## src/hw/volume_ramp_defs.vh

```
`ifndef VOLUME_RAMP_DEFS_VH
`define VOLUME_RAMP_DEFS_VH

// ****************************************
// register indices, byte address is four times the index
// ****************************************
`define IDX_TARGET_VOLUME      8'h4c
`define IDX_RAMP_NORMAL        8'h4e
`define IDX_RAMP_EMERGENCY     8'h4f
`define IDX_AUTO_MUTE_ENABLE   8'h50
`define IDX_AUTO_MUTE_TIME     8'h51
`define IDX_RAMP_STATUS        8'h7f

// ****************************************
// reset values
// ****************************************
`define RST_TARGET_VOLUME      8'h30
`define RST_RAMP_NORMAL        8'h33
`define RST_RAMP_EMERGENCY     8'h30
`define RST_AUTO_MUTE_ENABLE   8'h07
`define RST_AUTO_MUTE_TIME     8'h00

// ****************************************
// field positions
// ****************************************
`define F_DOWN_RATE_HI         7
`define F_DOWN_RATE_LO         6
`define F_DOWN_STEP_HI         5
`define F_DOWN_STEP_LO         4
`define F_UP_RATE_HI           3
`define F_UP_RATE_LO           2
`define F_UP_STEP_HI           1
`define F_UP_STEP_LO           0
`define F_MUTE_LINK            2
`define F_MUTE_EN_RIGHT        1
`define F_MUTE_EN_LEFT         0
`define F_TIME_LEFT_HI         6
`define F_TIME_LEFT_LO         4
`define F_TIME_RIGHT_HI        2
`define F_TIME_RIGHT_LO        0

// ****************************************
// codes
// ****************************************
`define RATE_EVERY_1           2'h0
`define RATE_EVERY_2           2'h1
`define RATE_EVERY_4           2'h2
`define RATE_INSTANT           2'h3
`define STEP_4_DB              2'h0
`define STEP_2_DB              2'h1
`define STEP_1_DB              2'h2
`define STEP_HALF_DB           2'h3
`define VOL_CODE_MUTE          8'hff
`define SAMPLE_WIDTH           24

// ****************************************
// zero-run lengths in samples at 96 kHz
// ****************************************
`define ZERO_RUN_0             19'h00450
`define ZERO_RUN_1             19'h013e0
`define ZERO_RUN_2             19'h027f0
`define ZERO_RUN_3             19'h063f0
`define ZERO_RUN_4             19'h0c8a0
`define ZERO_RUN_5             19'h18f60
`define ZERO_RUN_6             19'h3e760
`define ZERO_RUN_7             19'h7ced0

`endif

```

## src/hw/volume_ramp_auto_mute_ctrl.v

```verilog
`timescale 1ns/1ns
`include "volume_ramp_defs.vh"

module volume_ramp_auto_mute_ctrl #(
    parameter ZERO_RUN_SHIFT = 0
)(
    input  wire                      mclk,
    input  wire                      rst,
    input  wire                      wb_cyc,
    input  wire                      wb_stb,
    input  wire                      wb_we,
    input  wire [9:0]                wb_adr,
    input  wire [3:0]                wb_sel,
    input  wire [31:0]               wb_wdata,
    output reg  [31:0]               wb_rdata,
    output reg                       wb_ack,
    input  wire                      sample_strobe,
    input  wire [`SAMPLE_WIDTH-1:0]  sample_left,
    input  wire [`SAMPLE_WIDTH-1:0]  sample_right,
    input  wire                      emergency_pin,
    output wire [7:0]                applied_volume_left,
    output wire [7:0]                applied_volume_right,
    output wire                      auto_mute_left,
    output wire                      auto_mute_right
);

    // ****************************************
    // step and rate decode
    // ****************************************
    function [7:0] step_codes;
        input [1:0] code;
        begin
            case (code)
                `STEP_4_DB:    step_codes = 8'h08;
                `STEP_2_DB:    step_codes = 8'h04;
                `STEP_1_DB:    step_codes = 8'h02;
                `STEP_HALF_DB: step_codes = 8'h01;
                default:       step_codes = 8'h01;
            endcase
        end
    endfunction

    function [1:0] rate_last;
        input [1:0] code;
        begin
            case (code)
                `RATE_EVERY_1: rate_last = 2'h0;
                `RATE_EVERY_2: rate_last = 2'h1;
                `RATE_EVERY_4: rate_last = 2'h3;
                default:       rate_last = 2'h0;
            endcase
        end
    endfunction

    function [18:0] zero_run_len;
        input [2:0] code;
        begin
            case (code)
                3'h0:    zero_run_len = `ZERO_RUN_0;
                3'h1:    zero_run_len = `ZERO_RUN_1;
                3'h2:    zero_run_len = `ZERO_RUN_2;
                3'h3:    zero_run_len = `ZERO_RUN_3;
                3'h4:    zero_run_len = `ZERO_RUN_4;
                3'h5:    zero_run_len = `ZERO_RUN_5;
                3'h6:    zero_run_len = `ZERO_RUN_6;
                3'h7:    zero_run_len = `ZERO_RUN_7;
                default: zero_run_len = `ZERO_RUN_0;
            endcase
        end
    endfunction

    // ****************************************
    // registers
    // ****************************************
    reg  [7:0]  target_volume_code;
    reg  [7:0]  volume_ramp_normal_ctrl;
    reg  [7:0]  volume_ramp_emergency_ctrl;
    reg  [7:0]  auto_mute_enable_ctrl;
    reg  [7:0]  auto_mute_time_ctrl;
    wire [7:0]  applied [0:1];
    reg  [1:0]  auto_mute;
    reg         emergency_s1;
    reg         emergency_s2;
    reg         emergency_s3;
    reg         emergency_active;
    wire [1:0]  qualified;
    wire [7:0]  index;
    wire        bus_req;
    wire        bus_write;
    wire        write_target;
    wire        write_normal;
    wire        write_emergency;
    wire        write_enable;
    wire        write_time;
    wire [31:0] status_word;
    reg  [31:0] next_rdata;
    wire [1:0]  normal_down_update_rate;
    wire [1:0]  normal_down_step_size;
    wire [1:0]  up_update_rate;
    wire [1:0]  up_step_size;
    wire [1:0]  emergency_update_rate;
    wire [1:0]  emergency_step_size;
    wire        mute_link;
    wire [2:0]  zero_time_left;
    wire [2:0]  zero_time_right;

    assign index     = wb_adr[9:2];
    assign bus_req   = wb_cyc & wb_stb & ~wb_ack;
    assign bus_write = bus_req & wb_we & wb_sel[0];

    // ****************************************
    // write decode
    // ****************************************
    assign write_target    = bus_write & (index == `IDX_TARGET_VOLUME);
    assign write_normal    = bus_write & (index == `IDX_RAMP_NORMAL);
    assign write_emergency = bus_write & (index == `IDX_RAMP_EMERGENCY);
    assign write_enable    = bus_write & (index == `IDX_AUTO_MUTE_ENABLE);
    assign write_time      = bus_write & (index == `IDX_AUTO_MUTE_TIME);

    // ****************************************
    // field decode
    // ****************************************
    assign normal_down_update_rate = volume_ramp_normal_ctrl[`F_DOWN_RATE_HI:`F_DOWN_RATE_LO];
    assign normal_down_step_size   = volume_ramp_normal_ctrl[`F_DOWN_STEP_HI:`F_DOWN_STEP_LO];
    assign up_update_rate          = volume_ramp_normal_ctrl[`F_UP_RATE_HI:`F_UP_RATE_LO];
    assign up_step_size            = volume_ramp_normal_ctrl[`F_UP_STEP_HI:`F_UP_STEP_LO];
    assign emergency_update_rate   = volume_ramp_emergency_ctrl[`F_DOWN_RATE_HI:`F_DOWN_RATE_LO];
    assign emergency_step_size     = volume_ramp_emergency_ctrl[`F_DOWN_STEP_HI:`F_DOWN_STEP_LO];
    assign mute_link               = auto_mute_enable_ctrl[`F_MUTE_LINK];
    assign zero_time_left          = auto_mute_time_ctrl[`F_TIME_LEFT_HI:`F_TIME_LEFT_LO];
    assign zero_time_right         = auto_mute_time_ctrl[`F_TIME_RIGHT_HI:`F_TIME_RIGHT_LO];
    assign status_word             = {13'h0000, emergency_active, auto_mute, applied[1], applied[0]};

    // ****************************************
    // wishbone slave
    // ****************************************
    always @*
    begin
        next_rdata = 32'h00000000;
        case (index)
            `IDX_TARGET_VOLUME:    next_rdata = {24'h000000, target_volume_code};
            `IDX_RAMP_NORMAL:      next_rdata = {24'h000000, volume_ramp_normal_ctrl};
            `IDX_RAMP_EMERGENCY:   next_rdata = {24'h000000, volume_ramp_emergency_ctrl};
            `IDX_AUTO_MUTE_ENABLE: next_rdata = {24'h000000, auto_mute_enable_ctrl};
            `IDX_AUTO_MUTE_TIME:   next_rdata = {24'h000000, auto_mute_time_ctrl};
            `IDX_RAMP_STATUS:      next_rdata = status_word;
            default:               next_rdata = 32'h00000000;
        endcase
    end

    always @(posedge mclk or posedge rst)
    begin
        if (rst)
        begin
            wb_ack                     <= 1'b0;
            wb_rdata                   <= 32'h00000000;
            target_volume_code         <= `RST_TARGET_VOLUME;
            volume_ramp_normal_ctrl    <= `RST_RAMP_NORMAL;
            volume_ramp_emergency_ctrl <= `RST_RAMP_EMERGENCY;
            auto_mute_enable_ctrl      <= `RST_AUTO_MUTE_ENABLE;
            auto_mute_time_ctrl        <= `RST_AUTO_MUTE_TIME;
        end
        else
        begin
            wb_ack <= bus_req;
            if (bus_req & ~wb_we)
                wb_rdata <= next_rdata;
            if (write_target)
                target_volume_code         <= wb_wdata[7:0];
            if (write_normal)
                volume_ramp_normal_ctrl    <= wb_wdata[7:0];
            if (write_emergency)
                volume_ramp_emergency_ctrl <= wb_wdata[7:0];
            if (write_enable)
                auto_mute_enable_ctrl      <= wb_wdata[7:0];
            if (write_time)
                auto_mute_time_ctrl        <= wb_wdata[7:0];
        end
    end

    // ****************************************
    // emergency pin synchroniser
    // ****************************************
    always @(posedge mclk or posedge rst)
    begin
        if (rst)
        begin
            emergency_s1     <= 1'b0;
            emergency_s2     <= 1'b0;
            emergency_s3     <= 1'b0;
            emergency_active <= 1'b0;
        end
        else
        begin
            emergency_s1 <= emergency_pin;
            emergency_s2 <= emergency_s1;
            emergency_s3 <= emergency_s2;
            if (emergency_s2 == emergency_s3)
                emergency_active <= emergency_s3;
        end
    end

    // ****************************************
    // auto mute decision
    // ****************************************
    always @(posedge mclk or posedge rst)
    begin
        if (rst)
            auto_mute <= 2'b00;
        else if (mute_link)
            auto_mute <= {2{qualified[0] & qualified[1]}};
        else
            auto_mute <= qualified;
    end

    // ****************************************
    // outputs
    // ****************************************
    assign applied_volume_left  = applied[0];
    assign applied_volume_right = applied[1];
    assign auto_mute_left       = auto_mute[0];
    assign auto_mute_right      = auto_mute[1];

    // ****************************************
    // per-channel zero run and volume ramp
    // ****************************************
    genvar ch;
    generate
        for (ch = 0; ch < 2; ch = ch + 1)
        begin : chan
            reg  [18:0] zero_run;
            reg  [7:0]  level;
            reg  [1:0]  rate_count;
            reg  [7:0]  next_applied;
            reg  [1:0]  next_rate_count;
            reg  [1:0]  sel_rate;
            reg  [7:0]  sel_step;
            reg  [8:0]  down_sum;
            wire [`SAMPLE_WIDTH-1:0] sample;
            wire [18:0] run_len;
            wire        enable;
            wire [7:0]  goal;

            assign sample  = (ch == 0) ? sample_left : sample_right;
            assign run_len = zero_run_len((ch == 0) ? zero_time_left : zero_time_right) >> ZERO_RUN_SHIFT;
            assign enable  = (ch == 0) ? auto_mute_enable_ctrl[`F_MUTE_EN_LEFT]
                                       : auto_mute_enable_ctrl[`F_MUTE_EN_RIGHT];
            assign qualified[ch] = enable & (zero_run >= run_len);
            assign goal = (emergency_active | auto_mute[ch]) ? `VOL_CODE_MUTE : target_volume_code;
            assign applied[ch] = level;

            always @(posedge mclk or posedge rst)
            begin
                if (rst)
                    zero_run <= 19'h00000;
                else if (sample_strobe)
                begin
                    if (sample != {`SAMPLE_WIDTH{1'b0}})
                        zero_run <= 19'h00000;
                    else if (zero_run < run_len)
                        zero_run <= zero_run + 19'h00001;
                end
            end

            // ****************************************
            // ramp step
            // ****************************************
            always @*
            begin
                next_applied    = applied[ch];
                next_rate_count = rate_count;
                down_sum        = {1'b0, applied[ch]};
                if (applied[ch] < goal)
                begin
                    sel_rate = emergency_active ? emergency_update_rate : normal_down_update_rate;
                    sel_step = emergency_active ? step_codes(emergency_step_size)
                                                : step_codes(normal_down_step_size);
                end
                else
                begin
                    sel_rate = up_update_rate;
                    sel_step = step_codes(up_step_size);
                end
                if (sample_strobe)
                begin
                    if (applied[ch] == goal)
                        next_rate_count = 2'h0;
                    else if (sel_rate == `RATE_INSTANT)
                    begin
                        next_applied    = goal;
                        next_rate_count = 2'h0;
                    end
                    else if (rate_count >= rate_last(sel_rate))
                    begin
                        next_rate_count = 2'h0;
                        if (applied[ch] < goal)
                        begin
                            down_sum = {1'b0, applied[ch]} + {1'b0, sel_step};
                            if (down_sum >= {1'b0, goal})
                                next_applied = goal;
                            else
                                next_applied = down_sum[7:0];
                        end
                        else if ((applied[ch] - goal) <= sel_step)
                            next_applied = goal;
                        else
                            next_applied = applied[ch] - sel_step;
                    end
                    else
                        next_rate_count = rate_count + 2'h1;
                end
            end

            always @(posedge mclk or posedge rst)
            begin
                if (rst)
                begin
                    level      <= `RST_TARGET_VOLUME;
                    rate_count <= 2'h0;
                end
                else
                begin
                    level      <= next_applied;
                    rate_count <= next_rate_count;
                end
            end
        end
    endgenerate

endmodule

```

## config.mk

```make
export PLATFORM = sky130hd
export DESIGN_NAME = volume_ramp_auto_mute_ctrl
export DESIGN_NICKNAME = d
export VERILOG_FILES = /design/src/hw/volume_ramp_auto_mute_ctrl.v
export VERILOG_INCLUDE_DIRS = /design/src /design/src/hw
export SDC_FILE = /design/constraint.sdc
export NUM_CORES = 1
export LEC_CHECK = 0
export BUFFER_PORTS_ARGS = -buffer_cell sky130_fd_sc_hd__buf_2
export CAP_MARGIN = 10
export CELL_PAD_IN_SITES_DETAIL_PLACEMENT = 0
export CELL_PAD_IN_SITES_GLOBAL_PLACEMENT = 2
export CORE_MARGIN = 8
export CORE_UTILIZATION = 36
export CTS_BUF_LIST = sky130_fd_sc_hd__clkbuf_8
export DETAILED_ROUTE_END_ITERATION = 8
export GPL_ROUTABILITY_DRIVEN = 0
export GPL_TIMING_DRIVEN = 0
export PLACE_DENSITY_LB_ADDON = 0.1
export RECOVER_POWER = 50
export SLEW_MARGIN = 20
export SYNTH_ARGS = -nofsm -noshare
export SYNTH_HDL_FRONTEND = slang
export SYNTH_SLANG_ARGS = --single-unit
```

## constraint.sdc

```tcl
create_clock -name mclk -period 6.75 [get_ports mclk]
set_clock_uncertainty 0.1 [all_clocks]
set_input_delay 2.025 -clock mclk [delete_from_list [all_inputs] [get_ports mclk]]
set_output_delay 2.025 -clock mclk [all_outputs]
set_load 0.01 [all_outputs]
```

[Word level (Yosys, flattened, before mapping)]
Memories as Yosys holds them, arrays and structs flattened.
Index checks and enable logic that the tools add are counted.
Word-level totals
  register bits: 137
  latch bits: 0
  memory bits (writable): 0
  bits in read-only memories: 240
  bits of input ports: 101
  output and inout bits: 51
  logic and storage cells: 139
  memories: 2
Cells by class
  $add $sub $neg: 10
  multiply operators: 0
  divide/modulo/power cells: 0
  $lt $le $gt $ge: 12
  equal/unequal tests: 24
  shift operators: 0
  muxes and demuxes: 41
  bitwise gates (word level): 19
  reductions and logical operators: 13
Memories
  (no name shown): depth 8, bits a word 15, rd ports 1, clocked after memory_dff 0, write ports 0, line volume_ramp_auto_mute_ctrl.v:58  | case (code)
  (no name shown): depth 8, bits a word 15, rd ports 1, clocked after memory_dff 0, write ports 0, line volume_ramp_auto_mute_ctrl.v:58
Operators with widths (number)
  2-to-1 mux 8 bit: 15
  case mux 19 bit (6 select lines): 1
  case mux 8 bit (4 select lines): 3
  2-to-1 mux 19 bit: 4
  == test 8 x 7 -> 1 bit (second input constant): 6
  nonzero test 24 bit: 2
  adder 19 x 1 -> 19 bit (second input constant): 2
  greater-or-equal comparator 19 bit: 2
  less-than comparator 19 bit: 2
  2-to-1 mux 2 bit: 16
  subtractor 8 bit: 4
  == test 2 bit (second input constant): 10
  adder 8 x 8 -> 9 bit: 2
  greater-or-equal comparator 9 x 8 -> 1 bit: 2
  == test 8 bit: 2
  <= comparator 8 bit: 2
  less-than comparator 8 bit: 2
  bitwise AND 1 bit: 13
  == test 2 x 1 -> 1 bit (second input constant): 5
  case mux 2 bit (2 select lines): 2
  nonzero test 2 bit: 4
  zero test 2 bit: 3
  AND reduction 3 bit: 2
  adder 2 x 1 -> 2 bit (second input constant): 2
  5 further kinds: 11

[Longest topological paths before layout]
Gate-level depths: netlist of run 1.
  depth in word-level cells: 13
  gate-level depth with buffers: 32

[Worst setup path after synthesis of run 1]
No wires, ideal clock.
  path type: register to register
  from: register emergency_active
  to: register chan[1].level[7] (netlist: applied_volume_right[7])
  library setup time: 65 ps
  arrival: 5694 ps
  required time: 6585 ps
  setup slack: 890 ps
  cell stages (with the launch flop): 29
  path buffers: 5
  period minus slack after synthesis: 5860 ps
  path through: dfrtp_1 -> buf_6 -> or2_2 -> buf_2 -> nor2_1 -> xnor2_1 -> ha_1 -> o211a_1 -> a211o_1 -> a311oi_1 -> o21bai_2 -> buf_4 -> buf_2 -> o21ai_0 -> ha_1 -> inv_1 -> fa_1 -> nor2b_1 -> o21ai_0 -> nand2b_1 -> xor2_1 -> ha_1 -> a21o_1 -> a221oi_1 -> o211ai_1 -> clkbuf_1 -> or2_2 -> o2111ai_1 -> mux2_2
On the way
  cells in the longest elaborated chain, start to end: 12
  elaborated cells between the ends (all ways): 29
Ends and longest elaborated chain
  start: declaration: line volume_ramp_auto_mute_ctrl.v:85  | reg emergency_active;
  start signal: assignment: line volume_ramp_auto_mute_ctrl.v:199  | emergency_active <= emergency_s3;
  parallel branches: the longest is 12 deep, another holds adder 8 x 8 -> 9 bit
  end signal: assignment: line volume_ramp_auto_mute_ctrl.v:318  | level <= `RST_TARGET_VOLUME;
  end signal: assignment: line volume_ramp_auto_mute_ctrl.v:323  | level <= next_applied;
  end: declaration: line volume_ramp_auto_mute_ctrl.v:232  | reg [7:0] level;
Several ways; the timed one is not identified. The select of a mux whose other input is x is not followed.
A chain may end at the register's enable or synchronous reset.

[Worst setup path in the final report of run 1]
Same ends and word-level chain as after synthesis.

==> impl_metrics.tcl, run 1 <==
set metrics [dict create \
    setup_viol_count_final 0 \
    async_flop_share_pct 100 \
    max_cap_viol_count 2 \
    crit_type "flop to flop" \
    layout_min_cycle_time_ps 6400 \
    powerDensity_nw_per_um2 313 \
    io_buffers 106 \
    clock_sinks 124 \
    first_iter_violations 379 \
    avgSynthCellArea_um2 8.93 \
    ys.warnings.count 0 \
    synth-seq-cells 124 \
    initial_core_util_pct 36.2 \
    slew_viol_final 127 \
    antenna_found_initial 3 \
    synth_top_area_share_pct 27.3 \
    cellLeakagePower_nw 5.25 \
    violations "capacitance limit, slew limit" \
    drc 0 \
    die_h_um 182 \
    ys_types 86 \
    whs_ps 262 \
    via_count 8702 \
    first_pass_iters 6 \
    cts_made_buffers 17 \
    grt_pass1_vias 9032 \
    synth-edff-count 0 \
    drt-vias-per-instance 5.28 \
    grt_first_pass_wirelength_um 49100 \
    seq_area_frac_synth_pct 31.3 \
    synth.area.top_cells "dfrtp_1, ha_1, mux2_2, dfstp_2, nand2_1" \
    wl_um 30400 \
    crit_fanout 10 \
    synth_area_um2 9970 \
    dp_hpwl_um 23900 \
    synth_top_cell_by_area "dfrtp_1" \
    worstSetupEndpointType "flop" \
    cts-root-buf "clkbuf_8" \
    worst_pin_slew_ps 2420 \
    hp-class "flop to flop" \
    worstSkewPairLatency_ps 460 \
    cts_hold_buffers 0 \
    hold_violations 0 \
    die_w_um 182 \
    grt_overflow 0 \
    cts_max_level 4 \
    rows 61 \
    synth_ff_type "dfrtp_1" \
    die_area_um2 33300 \
    critPathSlowestCell "fa_1" \
    cp_data_arrival_time_ps 6700 \
    path_clk_slew_ps 80 \
    grt_use_total_pct 18.6 \
    final_cells 1649 \
    preCtsSetupSlack_ps -436 \
    cts_buffer_depth 2 \
    cp_slowest_stage_delay_ps 470 \
    place_inst 1614 \
    period_share_pct 94.8 \
    required_ps 7050 \
    io_pins 152 \
    crit_path_start_kind "flop" \
    diodes 0 \
    status "complete, but fails checks" \
    relSlewSlack_pct -61.6 \
    routedWlPerCell_um 18.5 \
    fin_setup_tns_ps 0 \
    layout.nets 1467 \
    synthCells 1117 \
    fin_ws_ps 349 \
    drive_gt1_share_pct 19.6 \
    core-area_um2 27600 \
    ant_nets 0 \
    syn2layout_area_growth_pct 15.0 \
    grt_max_degree 94 \
    cts_tree "yes" \
    max_freq_mhz 156 \
    p_total_mw 3.60 \
    vdd_drop_max_uv 112 \
    fillCellCount 2847 \
]
==> registers in the layout, indices dropped and copies added (netlist names) <==
name / flops
emergency_s2: 1
applied_volume_left: 8
auto_mute_enable_ctrl: 8
volume_ramp_emergency_ctrl: 8
chan.rate_count: 4
emergency_s3: 1
wb_rdata: 19
auto_mute: 2
emergency_active: 1
volume_ramp_normal_ctrl: 8
chan.zero_run: 38
applied_volume_right: 8
auto_mute_time_ctrl: 8
emergency_s1: 1
target_volume_code: 8
wb_ack: 1
==> final cells by class <==
cell class / count / area (um^2) / area share, %
repair buffers: 111 / 551 / 4.80
multi-input cells: 893 / 6460 / 56.3
well taps: 378 / 473 / 4.12
clock buffers: 17 / 234 / 2.04
clock inverters: 15 / 130 / 1.13
flip-flops and latches: 124 / 3120 / 27.2
inverters: 56 / 211 / 1.84
plain buffers: 55 / 290 / 2.53
==> power breakdown <==
part / internal [mW] / total, mW / switching, mW
combinational: 0.842 / 2.02 / 1.17
sequential: 0.818 / 0.936 / 0.118
clock: 0.266 / 0.643 / 0.377
==> layout by cell type (no fill, tap or decap), types with 13 or more instances in the layout <==
master and instances:
a21o_1 14, a21oi_1 60, a22o_1 19, a31oi_1 15, and3_1 15, buf_2 98
buf_4 19, clkbuf_1 39, clkbuf_8 17, conb_1 13, dfrtp_1 109, dfstp_2 15
ha_1 104, inv_1 54, mux2_2 44, mux2i_1 14, nand2_1 103, nand2b_1 17
nand3_1 33, nand4_1 24, nor2_1 92, nor2b_1 14, nor3_1 15, nor4_1 15
o21a_1 16, o21ai_0 52, or3_1 17, xnor2_1 22, xor2_1 33
==> Yosys cell counts, types with 17 or more instances <==
cell	n
a21oi_1	60
a22o_1	19
clkbuf_1	32
dfrtp_1	109
ha_1	104
inv_1	55
mux2_2	44
nand2_1	103
nand2b_1	17
nand3_1	33
nand4_1	24
nor2_1	95
o21ai_0	54
or3_1	17
xnor2_1	22
xor2_1	33
==> worst max-delay path: cells and delay by family, from the launching register on <==
kind                       cells  cell delay, ps
AOI/OAI and AO/OA             10            2070
DFF                            1             380
xor gates and xnor gates       2             360
muxes                          1             180
adders and majority gates      3            1000
buffers and inverters          6            1150
and+or+nand+nor                5            1100
==> path summary, 6_finish.rpt <==
kind / startpoint / endpoint / slack, ps / cells after the start
setup / recovery: emergency_active / applied_volume_right[7] / 350 / 27
hold reg to reg: emergency_s1 / emergency_s2 / 260 / 0
min in group asynchronous: rst / chan[0].zero_run[11] / 1800 / 2
hold / removal: emergency_s1 / emergency_s2 / 260 / 0
max in group asynchronous: rst / applied_volume_left[6] / 1780 / 3
setup reg to reg: emergency_active / applied_volume_right[7] / 350 / 27
==> through the flow <==
stage,utilization [%],instance area [um^2]
floorplan,-,10000
CTS,41.5,11400
global placement,40.0,11000
finish,41.6,11500
detailed placement,40.2,11100
global route,41.6,11500
==> timing repair <==
action	4_1_cts	5_1_grt
setup endpoints to repair	16	16
pin swaps	0	2
buffers inserted	0	4
resized for setup	5	14
==> logic make-up after synthesis <==
kind of cell,count (synthesis),synth area share [%]
mux,58,6.37
fa+ha+maj,110,14.0
simple gates,386,19.5
other cells,1,0.0376
compound gates,271,18.9
flops,124,31.3
xor+xnor,55,4.83
buf+inv,112,4.98
==> routing by layer <==
layer / track usage [%] / routed length (um) / vias to the layer above
li1: - / - / 4342
met1: 24.4 / 14500 / 4139
met2: 30.6 / 14100 / 182
met3: 4.00 / 1400 / 33
met4: 4.99 / 485 / 6
met5: 0 / 38 / -
Note: power is estimated with default switching activity, not from simulation.
==> run 2, diff against run 1 <==
--- a/config.mk
+++ b/config.mk
@@ -8,15 +8,13 @@
 export LEC_CHECK = 0
 export BUFFER_PORTS_ARGS = -buffer_cell sky130_fd_sc_hd__buf_2
 export CAP_MARGIN = 10
-export CELL_PAD_IN_SITES_DETAIL_PLACEMENT = 0
-export CELL_PAD_IN_SITES_GLOBAL_PLACEMENT = 2
 export CORE_MARGIN = 8
-export CORE_UTILIZATION = 36
+export CORE_UTILIZATION = 60
 export CTS_BUF_LIST = sky130_fd_sc_hd__clkbuf_8
 export DETAILED_ROUTE_END_ITERATION = 8
 export GPL_ROUTABILITY_DRIVEN = 0
 export GPL_TIMING_DRIVEN = 0
-export PLACE_DENSITY_LB_ADDON = 0.1
+export PLACE_DENSITY = 0.84
 export RECOVER_POWER = 50
 export SLEW_MARGIN = 20
 export SYNTH_ARGS = -nofsm -noshare
==> constraint.sdc (replaced) <==
create_clock -name mclk -period 6.7 [get_ports mclk]
set_clock_uncertainty 0.1 [all_clocks]
set_input_delay 2.01 -clock mclk [delete_from_list [all_inputs] [get_ports mclk]]
set_output_delay 2.01 -clock mclk [all_outputs]
set_load 0.01 [all_outputs]
==> run 2 against run 1 <==
Net effect:
- the run still ends with capacitance limit, slew limit left
- worst hold slack barely moved
- design area fell by 1.3%
- via count rose by 5.7%
- total power rose by 3.1%
- core utilization rose by 27 points
- global-route usage rose by 7.2 points
==> impl_metrics.tcl, run 2 (synthesis results as in run 1) <==
set metrics [dict create \
    max_freq_mhz 157 \
    r2r-end "applied_volume_left[1]" \
    cp_common_cell "ha_1" \
    crit_path_start_kind "flop" \
    grt_overflow 0 \
    cp_slowest_stage_delay_ps 420 \
    cts_buffer_depth 2 \
    ff_latch_area_um2 3120 \
    reg2reg_from "emergency_active" \
    hp-class "flop to flop" \
    violations "capacitance limit, slew limit" \
    first_iter_violations 858 \
    p_sw_mw 1.64 \
    multi_input_area_um2 6460 \
    initial_core_util_pct 60.8 \
    utilization_pct 69.0 \
    reg2regPathDepth 30 \
    crit_fanout 10 \
    hold_violations 0 \
    cts-root-buf "clkbuf_8" \
    p_int_mw 2.06 \
    seq_power_share_pct 25.3 \
    cts_hold_buffers 0 \
    drt-vias-per-instance 6.18 \
    powerDensity_nw_per_um2 327 \
    max_cap_viol_count 2 \
    period_share_pct 95.1 \
    power_switching_share_pct 44.3 \
    whs_ps 262 \
    cellLeakagePower_nw 5.27 \
    first_pass_iters 5 \
    routedWlPerCell_um 18.4 \
    antenna_found_initial 3 \
    io_pins 152 \
    via_count 9202 \
    required_ps 6970 \
    largest-register "chan.zero_run" \
    holdPathStages 0 \
    clkPwrFrac_pct 19.3 \
    min_delay_worst_endpoint "emergency_s2" \
    io_buffers 106 \
    slew_viol_final 127 \
    cts_max_level 4 \
    r2r_slack_ps 330 \
    relSlewSlack_pct -64.2 \
    path_clk_slew_ps 80 \
    p_comb_share_pct 55.4 \
    ant_nets 0 \
    critPathSlowestCell "a221o_2" \
    largest_reg_flops 38 \
    preCtsSetupSlack_ps -299 \
    worstSkewPairLatency_ps 470 \
    die_area_um2 21000 \
    layout.nets 1465 \
    die_w_um 145 \
    cts_made_buffers 17 \
    layout_min_cycle_time_ps 6370 \
    fillCellCount 1297 \
    crit_type "flop to flop" \
    final_cell_mix "dfrtp_1, ha_1, nand2_1" \
    cts_tree "yes" \
    design_area_um2 11300 \
    grt_pass1_vias 9042 \
    die_h_um 145 \
    core-area_um2 16400 \
    drive_gt1_share_pct 19.3 \
    setup_viol_count_final 0 \
    fin_ws_ps 327 \
    rows 47 \
    fin_setup_tns_ps 0 \
    worstSetupEndpointType "flop" \
    worst_pin_slew_ps 2450 \
    vdd_drop_max_uv 242 \
    grt_max_degree 69 \
    final_common_cell "dfrtp_1" \
    hold_path.startpoint "emergency_s1" \
    grt_use_total_pct 25.8 \
    dp_hpwl_um 20500 \
    reg_top3 "chan.zero_run x38, wb_rdata x19" \
    clock_sinks 124 \
    cp_data_arrival_time_ps 6650 \
    placed_area_um2 10900 \
    drc 0 \
    grt_first_pass_wirelength_um 45000 \
    wl_um 27400 \
    syn2layout_area_growth_pct 13.5 \
    status "complete, but fails checks" \
]
## run 2: stage by stage
stage,instances,power [mW]
after floorplan,1129,2.44
after global routing,1490,3.98
after global placement,1455,2.85
final,1490,3.71
after CTS,1488,3.64
after detailed placement,1456,2.91
## run 2: worst max-delay path by stage
stage	startpoint	endpoint	slack, ps
floorplan	emergency_active	applied_volume_right[7]	840
global placement	emergency_active	applied_volume_left[1]	-230
detailed placement	emergency_active	applied_volume_left[1]	-300
CTS	emergency_active	applied_volume_left[1]	30
global route	emergency_active	applied_volume_right[7]	-40
finish	emergency_active	applied_volume_left[1]	330
## run 2: power groups by stage
| stage | Sequential (mW) | Clock, mW | Combinational [mW] |
|---|---|---|---|
| floorplan | 0.940 | 0 | 1.50 |
| detailed placement | 0.950 | 0 | 1.96 |
| finish | 0.938 | 0.715 | 2.05 |
| CTS | 0.935 | 0.719 | 1.98 |
| global route | 0.948 | 0.751 | 2.28 |
| global placement | 0.948 | 0 | 1.90 |
## run 2: per-layer routing
layer	up-vias	track usage, %	part of all wire (%)
met4	4	12.0	3.6
met5	-	0	0.077
met2	373	41.5	47
met3	82	5.60	6.8
li1	4315	-	-
met1	4428	32.6	43
## run 2: cell type report
| cell class | count | share of cell area (%) |
|---|---|---|
| Inverter | 56 | 1.87 |
| Timing Repair Buffer | 109 | 4.71 |
| Antenna cell | 1 | 0.0221 |
| Multi-Input combinational cell | 893 | 57.1 |
| Tap cell | 220 | 2.43 |
| Clock inverter | 14 | 1.52 |
| Buffer | 55 | 2.60 |
| Clock buffer | 18 | 2.19 |
| Sequential cell | 124 | 27.6 |
## run 2: repair_timing
action	in CTS	in global routing
pin swaps	0	1
endpoints found under the setup margin	15	16
setup buffers	0	2
gates resized for setup	5	21
## run 2: worst max-delay path, delay by kind of cell, from the launching register on
| family | cells | cell delay, ps |
|---|---|---|
| fa+ha+maj | 5 | 1310 |
| compound gates | 9 | 1920 |
| buf+inv | 6 | 1020 |
| xor+xnor | 1 | 250 |
| mux | 1 | 210 |
| simple gates | 8 | 1090 |
| flops | 1 | 340 |
